### src/hdl/oss_cfg.svh
// oscillator source select: offsets, field positions, reset values, counts
// assumes APB with 32-bit data; each register one aligned word
`ifndef OSS_CFG_SVH
`define OSS_CFG_SVH

// ----------------------------------------------------------------------
// register byte offsets
// ----------------------------------------------------------------------
`define OSS_ADDR_CTRL 12'h000
`define OSS_ADDR_TRIM 12'h004
`define OSS_ADDR_STAT 12'h008

// ----------------------------------------------------------------------
// control register fields
// ----------------------------------------------------------------------
`define OSS_CUR_HI 14
`define OSS_CUR_LO 12
`define OSS_NXT_HI 10
`define OSS_NXT_LO 8
`define OSS_LOCK_BIT 5
`define OSS_KEEP_BIT 1

// ----------------------------------------------------------------------
// trim and status fields
// ----------------------------------------------------------------------
`define OSS_TRIM_HI 3
`define OSS_TRIM_LO 0
`define OSS_ST_RELEASED 0
`define OSS_ST_BUSY 1
`define OSS_ST_SLOWRC 2
`define OSS_ST_WATCH 3
`define OSS_ST_FASTRC 4

// ----------------------------------------------------------------------
// group codes and reset values
// ----------------------------------------------------------------------
`define OSS_GRP_WATCH 3'h0
`define OSS_GRP_FASTRC 3'h1
`define OSS_GRP_SLOWRC 3'h2
`define OSS_GRP_PRIMARY 3'h3
`define OSS_GRP_PLL 3'h7
`define OSS_RST_GROUP 3'h1
`define OSS_RST_TRIM 4'h0
`define OSS_RST_KEEP 1'b0

// ----------------------------------------------------------------------
// start-up timer: 1024 oscillator periods on a 10-bit counter
// ----------------------------------------------------------------------
`define OSS_STARTUP_PERIODS 1024
`define OSS_STARTUP_LAST 10'h3FF

`endif

### src/hdl/oss_pkg.sv
// oscillator source select: shared types
// assumes oss_cfg.svh supplies the numeric constants
package oss_pkg;

  // ----------------------------------------------------------------------
  // PLL gain, PLL input, output-pin use and switch state
  // ----------------------------------------------------------------------
  typedef enum logic [1:0] {
    OSS_PLL_OFF = 2'h0,
    OSS_PLL_X4 = 2'h1,
    OSS_PLL_X8 = 2'h2,
    OSS_PLL_X16 = 2'h3
  } oss_pll_gain_t;

  typedef enum logic [2:0] {
    OSS_SRC_FASTRC = 3'h0,
    OSS_SRC_MIDXTAL = 3'h1,
    OSS_SRC_EXTCLK = 3'h3,
    OSS_SRC_FAST_DIV2 = 3'h4,
    OSS_SRC_FAST_DIV3 = 3'h5,
    OSS_SRC_NONE = 3'h7
  } oss_pll_src_t;

  typedef enum logic [1:0] {
    OSS_PIN_IO = 2'h0,
    OSS_PIN_OSC = 2'h1,
    OSS_PIN_CLOCK_OUT_PIN = 2'h2,
    OSS_PIN_UNUSED = 2'h3
  } oss_pin_fn_t;

  typedef enum logic [1:0] {
    OSS_SW_IDLE = 2'h0,
    OSS_SW_WAIT = 2'h1
  } oss_sw_state_t;

  // decoded primary mode, carried as one unit
  typedef struct packed {
    logic crystal;
    oss_pll_gain_t gain;
    oss_pll_src_t pllSrc;
    oss_pin_fn_t pinFn;
  } oss_mode_t;

endpackage

### src/hdl/oss_startup_timer.sv
// oscillator start-up timer: counts oscillator periods before release
// assumes tick is a one-cycle enable, one per oscillator period
`include "oss_cfg.svh"

module oss_startup_timer (
  input wire logic clk_sys,
  input wire logic rst_n,
  input wire logic clear,
  input wire logic tick,
  output logic done
);

  logic [9:0] count_q;

  // ----------------------------------------------------------------------
  // 10-bit count; done after the last of 1024 periods
  // ----------------------------------------------------------------------
  always_ff @(posedge clk_sys or negedge rst_n) begin
    if (!rst_n) begin
      count_q <= 10'h000;
      done <= 1'b0;
    end else if (clear) begin
      count_q <= 10'h000; // [RULE_20]
      done <= 1'b0; // [RULE_20]
    end else if (tick && !done) begin
      count_q <= count_q + 10'h001; // [RULE_02]
      if (count_q == `OSS_STARTUP_LAST) begin
        done <= 1'b1; // [RULE_02]
      end
    end
  end

endmodule // oss_startup_timer

### src/hdl/oss_top.sv
// oscillator source select: group decode, start-up gating, PLL choice,
// watch oscillator, slow RC keep-alive, trim and pin use; APB slave
// assumes all inputs synchronous to clk_sys; oscTick is one pulse per
// period of the oscillator being started; config inputs are fuse levels
`include "oss_cfg.svh"

// Contract
// [RULE_01] clock chosen from group and primary mode
// [RULE_02] 10-bit timer counts 1024 oscillator periods
// [RULE_03] delay for crystal modes on every restart
// [RULE_04] group code decodes to four groups
// [RULE_05] PLL gain and input from mode bits
// [RULE_06] primary external mode field decode
// [RULE_07] partner keeps PLL input within range
// [RULE_08] lock bit follows PLL lock, read-only
// [RULE_09] fast RC runs when current group 01
// [RULE_10] 4-bit signed trim steps fast RC
// [RULE_11] software keeps trimmed RC under 7.5 MHz
// [RULE_12] watch oscillator runs whenever keep-on set
// [RULE_13] watch clock only with group 00, keep-on
// [RULE_14] returning to main osc incurs start-up delay
// [RULE_15] slow RC always on at power-on
// [RULE_16] slow RC stays on only when needed
// [RULE_17] output pin use follows primary mode
// [RULE_18] input pin never general-purpose I/O
// [RULE_19] current and next group loaded at reset
// [RULE_20] timer cleared on each primary restart
module oss_top (
  input wire logic clk_sys,
  input wire logic rst_n,
  input wire logic psel,
  input wire logic penable,
  input wire logic pwrite,
  input wire logic [11:0] paddr,
  input wire logic [31:0] pwdata,
  output logic [31:0] prdata,
  output logic pready,
  output logic pslverr,
  input wire logic [2:0] cfgGroupSel,
  input wire logic [4:0] cfgPrimaryMode,
  input wire logic cfgFailMonEn,
  input wire logic cfgWatchdogEn,
  input wire logic porEvent,
  input wire logic wakeEvent,
  input wire logic sleepMode,
  input wire logic powerUpExpired,
  input wire logic oscTick,
  input wire logic pllLockIn,
  output logic clkReleased,
  output logic [2:0] sysGroup,
  output oss_pkg::oss_mode_t primaryMode,
  output logic fastRcRun,
  output logic slowRcRun,
  output logic watchOscRun,
  output logic watchIsClock,
  output logic primaryOscRun,
  output logic [3:0] rcTrim,
  output logic inPinIoEn
);

  // ----------------------------------------------------------------------
  // state
  // ----------------------------------------------------------------------
  logic initDone_q;
  logic [2:0] curGroup_q;
  logic [2:0] nextGroup_q;
  logic keepOn_q;
  logic [3:0] trim_q;
  logic lock_q;
  oss_pkg::oss_sw_state_t swState_q;
  oss_pkg::oss_mode_t modeDec;
  logic loadCfg;
  logic apbSetup;
  logic apbWrite;
  logic ctrlWrite;
  logic trimWrite;
  logic switchReq;
  logic targetNeedsStart;
  logic curNeedsStart;
  logic restart;
  logic timerDone;
  logic pllUsed;
  logic readyForUse;
  logic [31:0] rdData;
  logic rdHit;

  // power-on/brown-out event or first cycle after reset release
  assign loadCfg = porEvent || !initDone_q;

  always_ff @(posedge clk_sys or negedge rst_n) begin
    if (!rst_n) begin
      initDone_q <= 1'b0;
    end else begin
      initDone_q <= 1'b1;
    end
  end

  // ----------------------------------------------------------------------
  // primary mode decode
  // ----------------------------------------------------------------------
  function automatic oss_pkg::oss_mode_t decodeMode(
    input logic [2:0] grp,
    input logic [4:0] mode
  );
    oss_pkg::oss_mode_t m;
    m.crystal = 1'b0;
    m.gain = oss_pkg::OSS_PLL_OFF;
    m.pllSrc = oss_pkg::OSS_SRC_NONE;
    m.pinFn = oss_pkg::OSS_PIN_UNUSED;
    if (grp == `OSS_GRP_PLL) begin
      case (mode[1:0]) // [RULE_05]
        2'h1: m.gain = oss_pkg::OSS_PLL_X4;
        2'h2: m.gain = oss_pkg::OSS_PLL_X8;
        2'h3: m.gain = oss_pkg::OSS_PLL_X16;
        default: m.gain = oss_pkg::OSS_PLL_OFF;
      endcase
      case (mode[4:2]) // [RULE_05]
        3'h0: begin
          m.pllSrc = oss_pkg::OSS_SRC_FASTRC;
          m.pinFn = oss_pkg::OSS_PIN_IO;
        end
        3'h1: begin
          m.pllSrc = oss_pkg::OSS_SRC_MIDXTAL;
          m.crystal = 1'b1;
          m.pinFn = oss_pkg::OSS_PIN_OSC;
        end
        3'h3: begin
          m.pllSrc = oss_pkg::OSS_SRC_EXTCLK;
          m.pinFn = oss_pkg::OSS_PIN_IO;
        end
        3'h4: begin
          m.pllSrc = oss_pkg::OSS_SRC_FAST_DIV2;
          m.crystal = 1'b1;
          m.pinFn = oss_pkg::OSS_PIN_OSC;
        end
        3'h5: begin
          m.pllSrc = oss_pkg::OSS_SRC_FAST_DIV3;
          m.crystal = 1'b1;
          m.pinFn = oss_pkg::OSS_PIN_OSC;
        end
        default: m.pllSrc = oss_pkg::OSS_SRC_NONE;
      endcase
    end else begin
      case (mode) // [RULE_06] [RULE_17]
        5'h00, 5'h04, 5'h02: begin
          m.crystal = 1'b1; // low, mid, fast crystal
          m.pinFn = oss_pkg::OSS_PIN_OSC;
        end
        5'h0B, 5'h09: m.pinFn = oss_pkg::OSS_PIN_CLOCK_OUT_PIN;
        5'h0C, 5'h08: m.pinFn = oss_pkg::OSS_PIN_IO;
        default: m.pinFn = oss_pkg::OSS_PIN_UNUSED;
      endcase
    end
    return m;
  endfunction

  // mode field comes from fuses, so the decode keys on the fuse group
  assign modeDec = decodeMode(cfgGroupSel, cfgPrimaryMode); // [RULE_01]

  function automatic logic needsStart(
    input logic [2:0] grp,
    input oss_pkg::oss_mode_t m
  );
    // watch crystal, or primary/PLL group with a crystal mode
    needsStart = (grp == `OSS_GRP_WATCH) ||
      (((grp == `OSS_GRP_PRIMARY) || (grp == `OSS_GRP_PLL)) &&
      m.crystal); // [RULE_03]
  endfunction

  assign targetNeedsStart = needsStart(nextGroup_q, modeDec);
  assign curNeedsStart = needsStart(curGroup_q, modeDec);
  assign pllUsed = (curGroup_q == `OSS_GRP_PLL) &&
    (modeDec.gain != oss_pkg::OSS_PLL_OFF);

  // ----------------------------------------------------------------------
  // APB decode
  // ----------------------------------------------------------------------
  assign apbSetup = psel && !penable;
  assign apbWrite = psel && penable && pready && pwrite;
  assign ctrlWrite = apbWrite && (paddr == `OSS_ADDR_CTRL);
  assign trimWrite = apbWrite && (paddr == `OSS_ADDR_TRIM);

  // ----------------------------------------------------------------------
  // group selection and switching
  // ----------------------------------------------------------------------
  assign switchReq = (swState_q == oss_pkg::OSS_SW_IDLE) && !loadCfg &&
    (nextGroup_q != curGroup_q);

  // restart the start-up count on power-on/brown-out, wake, or a switch
  // toward a crystal group, including back from the watch oscillator
  assign restart = (loadCfg && needsStart(cfgGroupSel, modeDec)) ||
    (wakeEvent && curNeedsStart) ||
    (switchReq && targetNeedsStart); // [RULE_03] [RULE_14] [RULE_20]

  always_ff @(posedge clk_sys or negedge rst_n) begin
    if (!rst_n) begin
      curGroup_q <= `OSS_RST_GROUP;
      nextGroup_q <= `OSS_RST_GROUP;
    end else if (loadCfg) begin
      curGroup_q <= cfgGroupSel; // [RULE_19]
      nextGroup_q <= cfgGroupSel; // [RULE_19]
    end else begin
      if (ctrlWrite) begin
        nextGroup_q <= pwdata[`OSS_NXT_HI:`OSS_NXT_LO];
      end
      if (switchReq && !targetNeedsStart) begin
        curGroup_q <= nextGroup_q;
      end else if ((swState_q == oss_pkg::OSS_SW_WAIT) && timerDone) begin
        curGroup_q <= nextGroup_q; // [RULE_14]
      end
    end
  end

  always_ff @(posedge clk_sys or negedge rst_n) begin
    if (!rst_n) begin
      swState_q <= oss_pkg::OSS_SW_IDLE;
    end else begin
      case (swState_q)
        oss_pkg::OSS_SW_IDLE: begin
          if (switchReq && targetNeedsStart) begin
            swState_q <= oss_pkg::OSS_SW_WAIT;
          end
        end
        oss_pkg::OSS_SW_WAIT: begin
          if (loadCfg || timerDone) begin
            swState_q <= oss_pkg::OSS_SW_IDLE;
          end
        end
        default: swState_q <= oss_pkg::OSS_SW_IDLE;
      endcase
    end
  end

  // ----------------------------------------------------------------------
  // start-up timer
  // ----------------------------------------------------------------------
  oss_startup_timer u_startup_timer (
    .clk_sys(clk_sys),
    .rst_n(rst_n),
    .clear(restart),
    .tick(oscTick),
    .done(timerDone)
  );

  // ----------------------------------------------------------------------
  // software controls and lock status
  // ----------------------------------------------------------------------
  always_ff @(posedge clk_sys or negedge rst_n) begin
    if (!rst_n) begin
      keepOn_q <= `OSS_RST_KEEP;
    end else if (ctrlWrite) begin
      keepOn_q <= pwdata[`OSS_KEEP_BIT];
    end
  end

  always_ff @(posedge clk_sys or negedge rst_n) begin
    if (!rst_n) begin
      trim_q <= `OSS_RST_TRIM;
    end else if (trimWrite) begin
      trim_q <= pwdata[`OSS_TRIM_HI:`OSS_TRIM_LO]; // [RULE_10]
    end
  end

  // lock follows the loop both ways; no latching of a lost lock
  always_ff @(posedge clk_sys or negedge rst_n) begin
    if (!rst_n) begin
      lock_q <= 1'b0;
    end else begin
      lock_q <= pllUsed && pllLockIn; // [RULE_08]
    end
  end

  // ----------------------------------------------------------------------
  // clock release and oscillator enables
  // ----------------------------------------------------------------------
  assign readyForUse = (!curNeedsStart || timerDone) &&
    (!pllUsed || lock_q) && (swState_q == oss_pkg::OSS_SW_IDLE);

  always_ff @(posedge clk_sys or negedge rst_n) begin
    if (!rst_n) begin
      clkReleased <= 1'b0;
    end else if (restart || loadCfg) begin
      clkReleased <= 1'b0; // [RULE_20]
    end else begin
      clkReleased <= readyForUse; // [RULE_02] [RULE_03]
    end
  end

  always_ff @(posedge clk_sys or negedge rst_n) begin
    if (!rst_n) begin
      sysGroup <= `OSS_RST_GROUP;
      primaryMode <= '0;
      inPinIoEn <= 1'b0;
      rcTrim <= `OSS_RST_TRIM;
    end else begin
      sysGroup <= curGroup_q; // [RULE_04]
      primaryMode <= modeDec; // [RULE_17]
      inPinIoEn <= 1'b0; // [RULE_18]
      rcTrim <= trim_q; // [RULE_10]
    end
  end

  always_ff @(posedge clk_sys or negedge rst_n) begin
    if (!rst_n) begin
      fastRcRun <= 1'b0;
      watchOscRun <= 1'b0;
      watchIsClock <= 1'b0;
      primaryOscRun <= 1'b0;
    end else begin
      // fast RC also feeds the PLL when that is the PLL input
      fastRcRun <= (curGroup_q[1:0] == 2'h1) ||
        (pllUsed && modeDec.pllSrc == oss_pkg::OSS_SRC_FASTRC); // [RULE_09]
      watchOscRun <= keepOn_q ||
        (curGroup_q[1:0] == 2'h0 && !sleepMode); // [RULE_12]
      watchIsClock <= (curGroup_q[1:0] == 2'h0) && keepOn_q; // [RULE_13]
      primaryOscRun <= !sleepMode &&
        ((curGroup_q == `OSS_GRP_PRIMARY) ||
        (curGroup_q == `OSS_GRP_PLL) ||
        ((swState_q == oss_pkg::OSS_SW_WAIT) &&
        (nextGroup_q != `OSS_GRP_WATCH)));
    end
  end

  // slow RC runs from reset until the power-up delay has passed
  always_ff @(posedge clk_sys or negedge rst_n) begin
    if (!rst_n) begin
      slowRcRun <= 1'b1; // [RULE_15]
    end else if (!powerUpExpired) begin
      slowRcRun <= 1'b1; // [RULE_15]
    end else begin
      slowRcRun <= cfgFailMonEn || cfgWatchdogEn ||
        (curGroup_q[1:0] == 2'h2); // [RULE_16]
    end
  end

  // ----------------------------------------------------------------------
  // APB read data and handshake: one wait-free access phase
  // ----------------------------------------------------------------------
  always_comb begin
    rdData = 32'h0000_0000;
    rdHit = 1'b1;
    case (paddr)
      `OSS_ADDR_CTRL: begin
        rdData[`OSS_CUR_HI:`OSS_CUR_LO] = curGroup_q;
        rdData[`OSS_NXT_HI:`OSS_NXT_LO] = nextGroup_q;
        rdData[`OSS_LOCK_BIT] = lock_q; // [RULE_08]
        rdData[`OSS_KEEP_BIT] = keepOn_q;
      end
      `OSS_ADDR_TRIM: rdData[`OSS_TRIM_HI:`OSS_TRIM_LO] = trim_q;
      `OSS_ADDR_STAT: begin
        rdData[`OSS_ST_RELEASED] = clkReleased;
        rdData[`OSS_ST_BUSY] = (swState_q != oss_pkg::OSS_SW_IDLE);
        rdData[`OSS_ST_SLOWRC] = slowRcRun;
        rdData[`OSS_ST_WATCH] = watchIsClock;
        rdData[`OSS_ST_FASTRC] = fastRcRun;
      end
      default: rdHit = 1'b0;
    endcase
  end

  always_ff @(posedge clk_sys or negedge rst_n) begin
    if (!rst_n) begin
      pready <= 1'b0;
      pslverr <= 1'b0;
      prdata <= 32'h0000_0000;
    end else if (apbSetup) begin
      pready <= 1'b1;
      pslverr <= !rdHit;
      prdata <= (pwrite || !rdHit) ? 32'h0000_0000 : rdData;
    end else begin
      pready <= 1'b0;
      pslverr <= 1'b0;
    end
  end

endmodule // oss_top

### config.mk
export PLATFORM = sky130hd
export DESIGN_NAME = oss_top
export DESIGN_NICKNAME = d
export VERILOG_FILES = /design/src/hdl/oss_pkg.sv /design/src/hdl/oss_startup_timer.sv /design/src/hdl/oss_top.sv
export VERILOG_INCLUDE_DIRS = /design/src /design/src/hdl
export SDC_FILE = /design/constraint.sdc
export NUM_CORES = 1
export LEC_CHECK = 0
export BUFFER_PORTS_ARGS = -buffer_cell sky130_fd_sc_hd__buf_2
export CAP_MARGIN = 5
export CELL_PAD_IN_SITES_DETAIL_PLACEMENT = 0
export CELL_PAD_IN_SITES_GLOBAL_PLACEMENT = 1
export CORE_ASPECT_RATIO = 1.2
export CORE_MARGIN = 5
export CORE_UTILIZATION = 38
export CTS_BUF_LIST = sky130_fd_sc_hd__clkbuf_8 sky130_fd_sc_hd__clkbuf_16
export DETAILED_ROUTE_END_ITERATION = 10
export GPL_ROUTABILITY_DRIVEN = 1
export HOLD_SLACK_MARGIN = 0.15
export PLACE_DENSITY_LB_ADDON = 0.15
export SETUP_SLACK_MARGIN = 0.1
export SLEW_MARGIN = 15
export SYNTH_ARGS = -nofsm -noshare
export SYNTH_HDL_FRONTEND = slang
export SYNTH_SLANG_ARGS = --single-unit
### constraint.sdc
create_clock -name clk_sys -period 3.3 [get_ports clk_sys]
set_input_delay 0.66 -clock clk_sys [delete_from_list [all_inputs] [get_ports clk_sys]]
set_output_delay 0.66 -clock clk_sys [all_outputs]
set_load 0.02 [all_outputs]
==> impl_metrics.csv <==
group,metric,value,unit
worst_setup_path,arrival,2.27,ns
timing,drv_slew,0,
global_routing,grt_max_degree,33,
worst_setup_path,worstPathMaxFanout,10,
clocking,cts_tree,"built",
timing,max_freq,487,MHz
job,cap_violations,0,
routing,wl_per_cell,15.3,um
clocking,clock-sinks,60,
placed_design,port_buffers,74,
global_routing,grt.overflow.total,0,
worst_setup_path,startpoint,"curGroup_q[1]",
yosys,synth.top_cell.area_share,49.3,%
routing,ant_nets,0,
clocking,cts_setup_buffers,0,
placed_design,dpl.cell_count,421,
yosys,synth_top_area_cell,"dfrtp_1",
yosys,ys_ff_latch,60,
yosys,yosysSeqAreaShare,53.0,%
routing,dr.pass1.iters,6,
global_routing,grt_use_total,15.1,%
timing,tightest_slew,0.706,ns
timing,hold_viol,0,
power_and_ir_drop,clkPwrFrac,37.3,%
clocking,cts_root_buffer,"clkbuf_8",
finish,final_cells,437,
floorplanning,die_y,105,um
finish,n_antenna_cell,0,
routing,met2_length,3310,um
power_and_ir_drop,switching_share,28.4,%
floorplanning,num_rows,34,
yosys,yosysWarnings,0,
power_and_ir_drop,seq_power_share,49.2,%
worst_setup_path,reg2regPathDepth,5,
placed_design,dpl.hpwl,5020,um
yosys,syn_inst,262,
yosys,synth_ff_type,"dfrtp_1",
yosys,synth_area_leaders,"dfrtp_1, buf_4, a22o_1",
yosys,synth_enable_flop_cells,0,
global_routing,antenna_found_initial,0,
timing,setup-violations-final,0,
clocking,ctsResizeCount,0,
clocking,clock_path_buffers,2,
finish,syn2layout_area_growth,20.9,%
timing,setup_tns,0,ns
clocking,cts_buffers,9,
floorplanning,fp.dieW,88.9,um
clocking,holdBufCountCts,0,
routing,wl_met1,2720,um
global_routing,grt_pass1_vias,2232,
floorplanning,die_area,9310,um^2
routing,drc_errors,0,
timing,holdWs,0.369,ns
routing,vias,2113,
worst_setup_path,worst_ep_required_time,3.52,ns
floorplanning,core-area,7270,um^2
run_status,status,"finished, final reports clean",
finish,utilization,47.2,%
floorplanning,io_pins,121,
routing,viasPerCell,4.84,
routing,met3_wirelength,575,um
yosys,synthArstFlopShare,100,%
power_and_ir_drop,switching_power,0.000477,W
finish,nFillCells,714,
power_and_ir_drop,p_leak,1.68,nW
worst_setup_path,r2r-start,"curGroup_q[1]",
routing,highest_layer,"met4",
routing,postRouteWirelength,6670,um
finish,drive_above_1_share,33.4,%
worst_setup_path,crit_end,"curGroup_q[1]",
yosys,synthDistinctLibCells,49,
worst_setup_path,worstReg2RegEnd,"curGroup_q[1]",
floorplanning,start_util,39.0,%
timing,fin_crit,2.06,ns
worst_setup_path,rrSetupSlack,1.24,ns
global_routing,grt_pass1_wl,10800,um
power_and_ir_drop,ir_worst_vdd,0.000233,V
finish,final_nets,408,
routing,drt_iter0_markers,54,
power_and_ir_drop,combPwrFrac,13.5,%
timing,fin_crit_sh,62.3,%
worst_setup_path,start_kind,"flop",
timing,slew_headroom,52.9,%
clocking,path_clk_slew,0.07,ns
yosys,avgSynthCellArea,10.8,um^2
clocking,clkLatencyLatePin,0.33,ns
clocking,h-tree-depth,3,
timing,rsz0062_at_grt,"no",
timing,fin_skew,0.00770,ns
power_and_ir_drop,powerDensity,489,nW/um^2
worst_hold_path,hold_class,"primary input to async pin",
yosys,syn_area,2840,um^2
power_and_ir_drop,internal_power,0.00120,W
placed_design,gp_congestion,0.755,
worst_setup_path,cp-end-kind,"flop",
worst_setup_path,timing_worst_setup_path_type,"flop to flop",
==> how the worst min path moves through the flow <==
stage,from,end,slack [ns],depth (start not counted)
detailed placement,trim_q[2],rcTrim[2],0.40,0
global placement,trim_q[2],rcTrim[2],0.39,0
floorplan,curGroup_q[1],sysGroup[1],0.35,0
CTS,rst_n,prdata[12],0.38,1
global route,rst_n,prdata[13],0.40,1
finish,rst_n,prdata[12],0.37,1
==> routing by layer <==
layer / up-vias / track usage (%)
met5: - / 0
li1: 1044 / -
met1: 993 / 17.4
met2: 71 / 25.3
met3: 5 / 5.20
met4: 0 / 5.83
==> power groups by stage <==
stage               logic, W  clock network (W)  registers, W
detailed placement  0.000230                  0      0.000839
finish              0.000227           0.000625      0.000826
global placement    0.000227                  0      0.000838
floorplan           0.000151                  0      0.000841
global route        0.000256           0.000691      0.000833
CTS                 0.000231           0.000647      0.000826
==> layout by cell type, fill, tap and decap left out, drive strengths merged, types with 3 or more instances in the layout <==
master  synthesis  layout
xnor2           6       6
mux2i           3       3
nand3          10      10
dfstp           4       4
nor3           21      21
nor2b           5       5
a21oi           8       8
conb            2      22
nand2          21      21
inv             4       4
nand2b          3       3
nand4           4       4
and3            4       4
and2            4       4
clkbuf          6      12
buf            25      80
xor2            7       7
o211ai          5       5
nor4            6       6
dfrtp          56      56
nor2           15      15
a22o           14      14
mux2            8       8
==> worst max-delay path: stages (launching register included) <==
cell and delay, ns:
dfrtp_1 0.52, xor2_1 0.22, nor3_1 0.39, nor2_1 0.08
a221o_2 0.41, mux2_1 0.32
==> cell usage after synthesis, drive strengths merged (4+ instances only) <==
| library cell | number |
|---|---|
| a21oi | 8 |
| a22o | 14 |
| and2 | 4 |
| and3 | 4 |
| buf | 25 |
| clkbuf | 6 |
| dfrtp | 56 |
| dfstp | 4 |
| inv | 4 |
| mux2 | 8 |
| nand2 | 21 |
| nand3 | 10 |
| nand4 | 4 |
| nor2 | 15 |
| nor2b | 5 |
| nor3 | 21 |
| nor4 | 6 |
| o211ai | 5 |
| xnor2 | 6 |
| xor2 | 7 |
==> kinds of logic (layout without fill, tap and decap cells) <==
| family | count (synthesis) | in the layout | share of synthesized area (%) |
|---|---|---|---|
| simple gates | 101 | 101 | 18.7 |
| flops | 60 | 60 | 53.0 |
| compound gates | 39 | 39 | 11.5 |
| buf+inv | 35 | 100 | 7.84 |
| xor+xnor | 13 | 13 | 4.01 |
| mux | 11 | 11 | 4.23 |
| other cells | 2 | 22 | 0.264 |
| fa+ha+maj | 1 | 1 | 0.440 |
==> cell type report <==
type / count / area [um^2] / share of cell area, %
clock buffer: 12 / 165 / 4.81
clock inverter: 4 / 32.5 / 0.948
inverter: 4 / 15.0 / 0.437
multi-input combinational: 187 / 1190 / 34.5
sequential: 60 / 1510 / 43.9
tap: 90 / 113 / 3.28
timing repair buffer: 80 / 415 / 12.1
==> flip-flops by register name, summed over array words and instances (netlist names), 3 cells and up <==
name                     flops
primaryMode                  8
prdata                      12
curGroup_q                   3
u_startup_timer.count_q     10
trim_q                       4
nextGroup_q                  3
sysGroup                     3
rcTrim                       4
==> per-stage QoR <==
step / worst slack (ns) / power (W) / area (um^2)
after floorplan: 1.21 / 0.000992 / 2920
after global placement: 0.897 / 0.00107 / 3240
after detailed placement: 0.883 / 0.00107 / 3240
after CTS: 1.24 / 0.00170 / 3430
after global routing: 1.12 / 0.00178 / 3430
final: 1.24 / 0.00168 / 3430
Power figures use the tool's default switching activity.
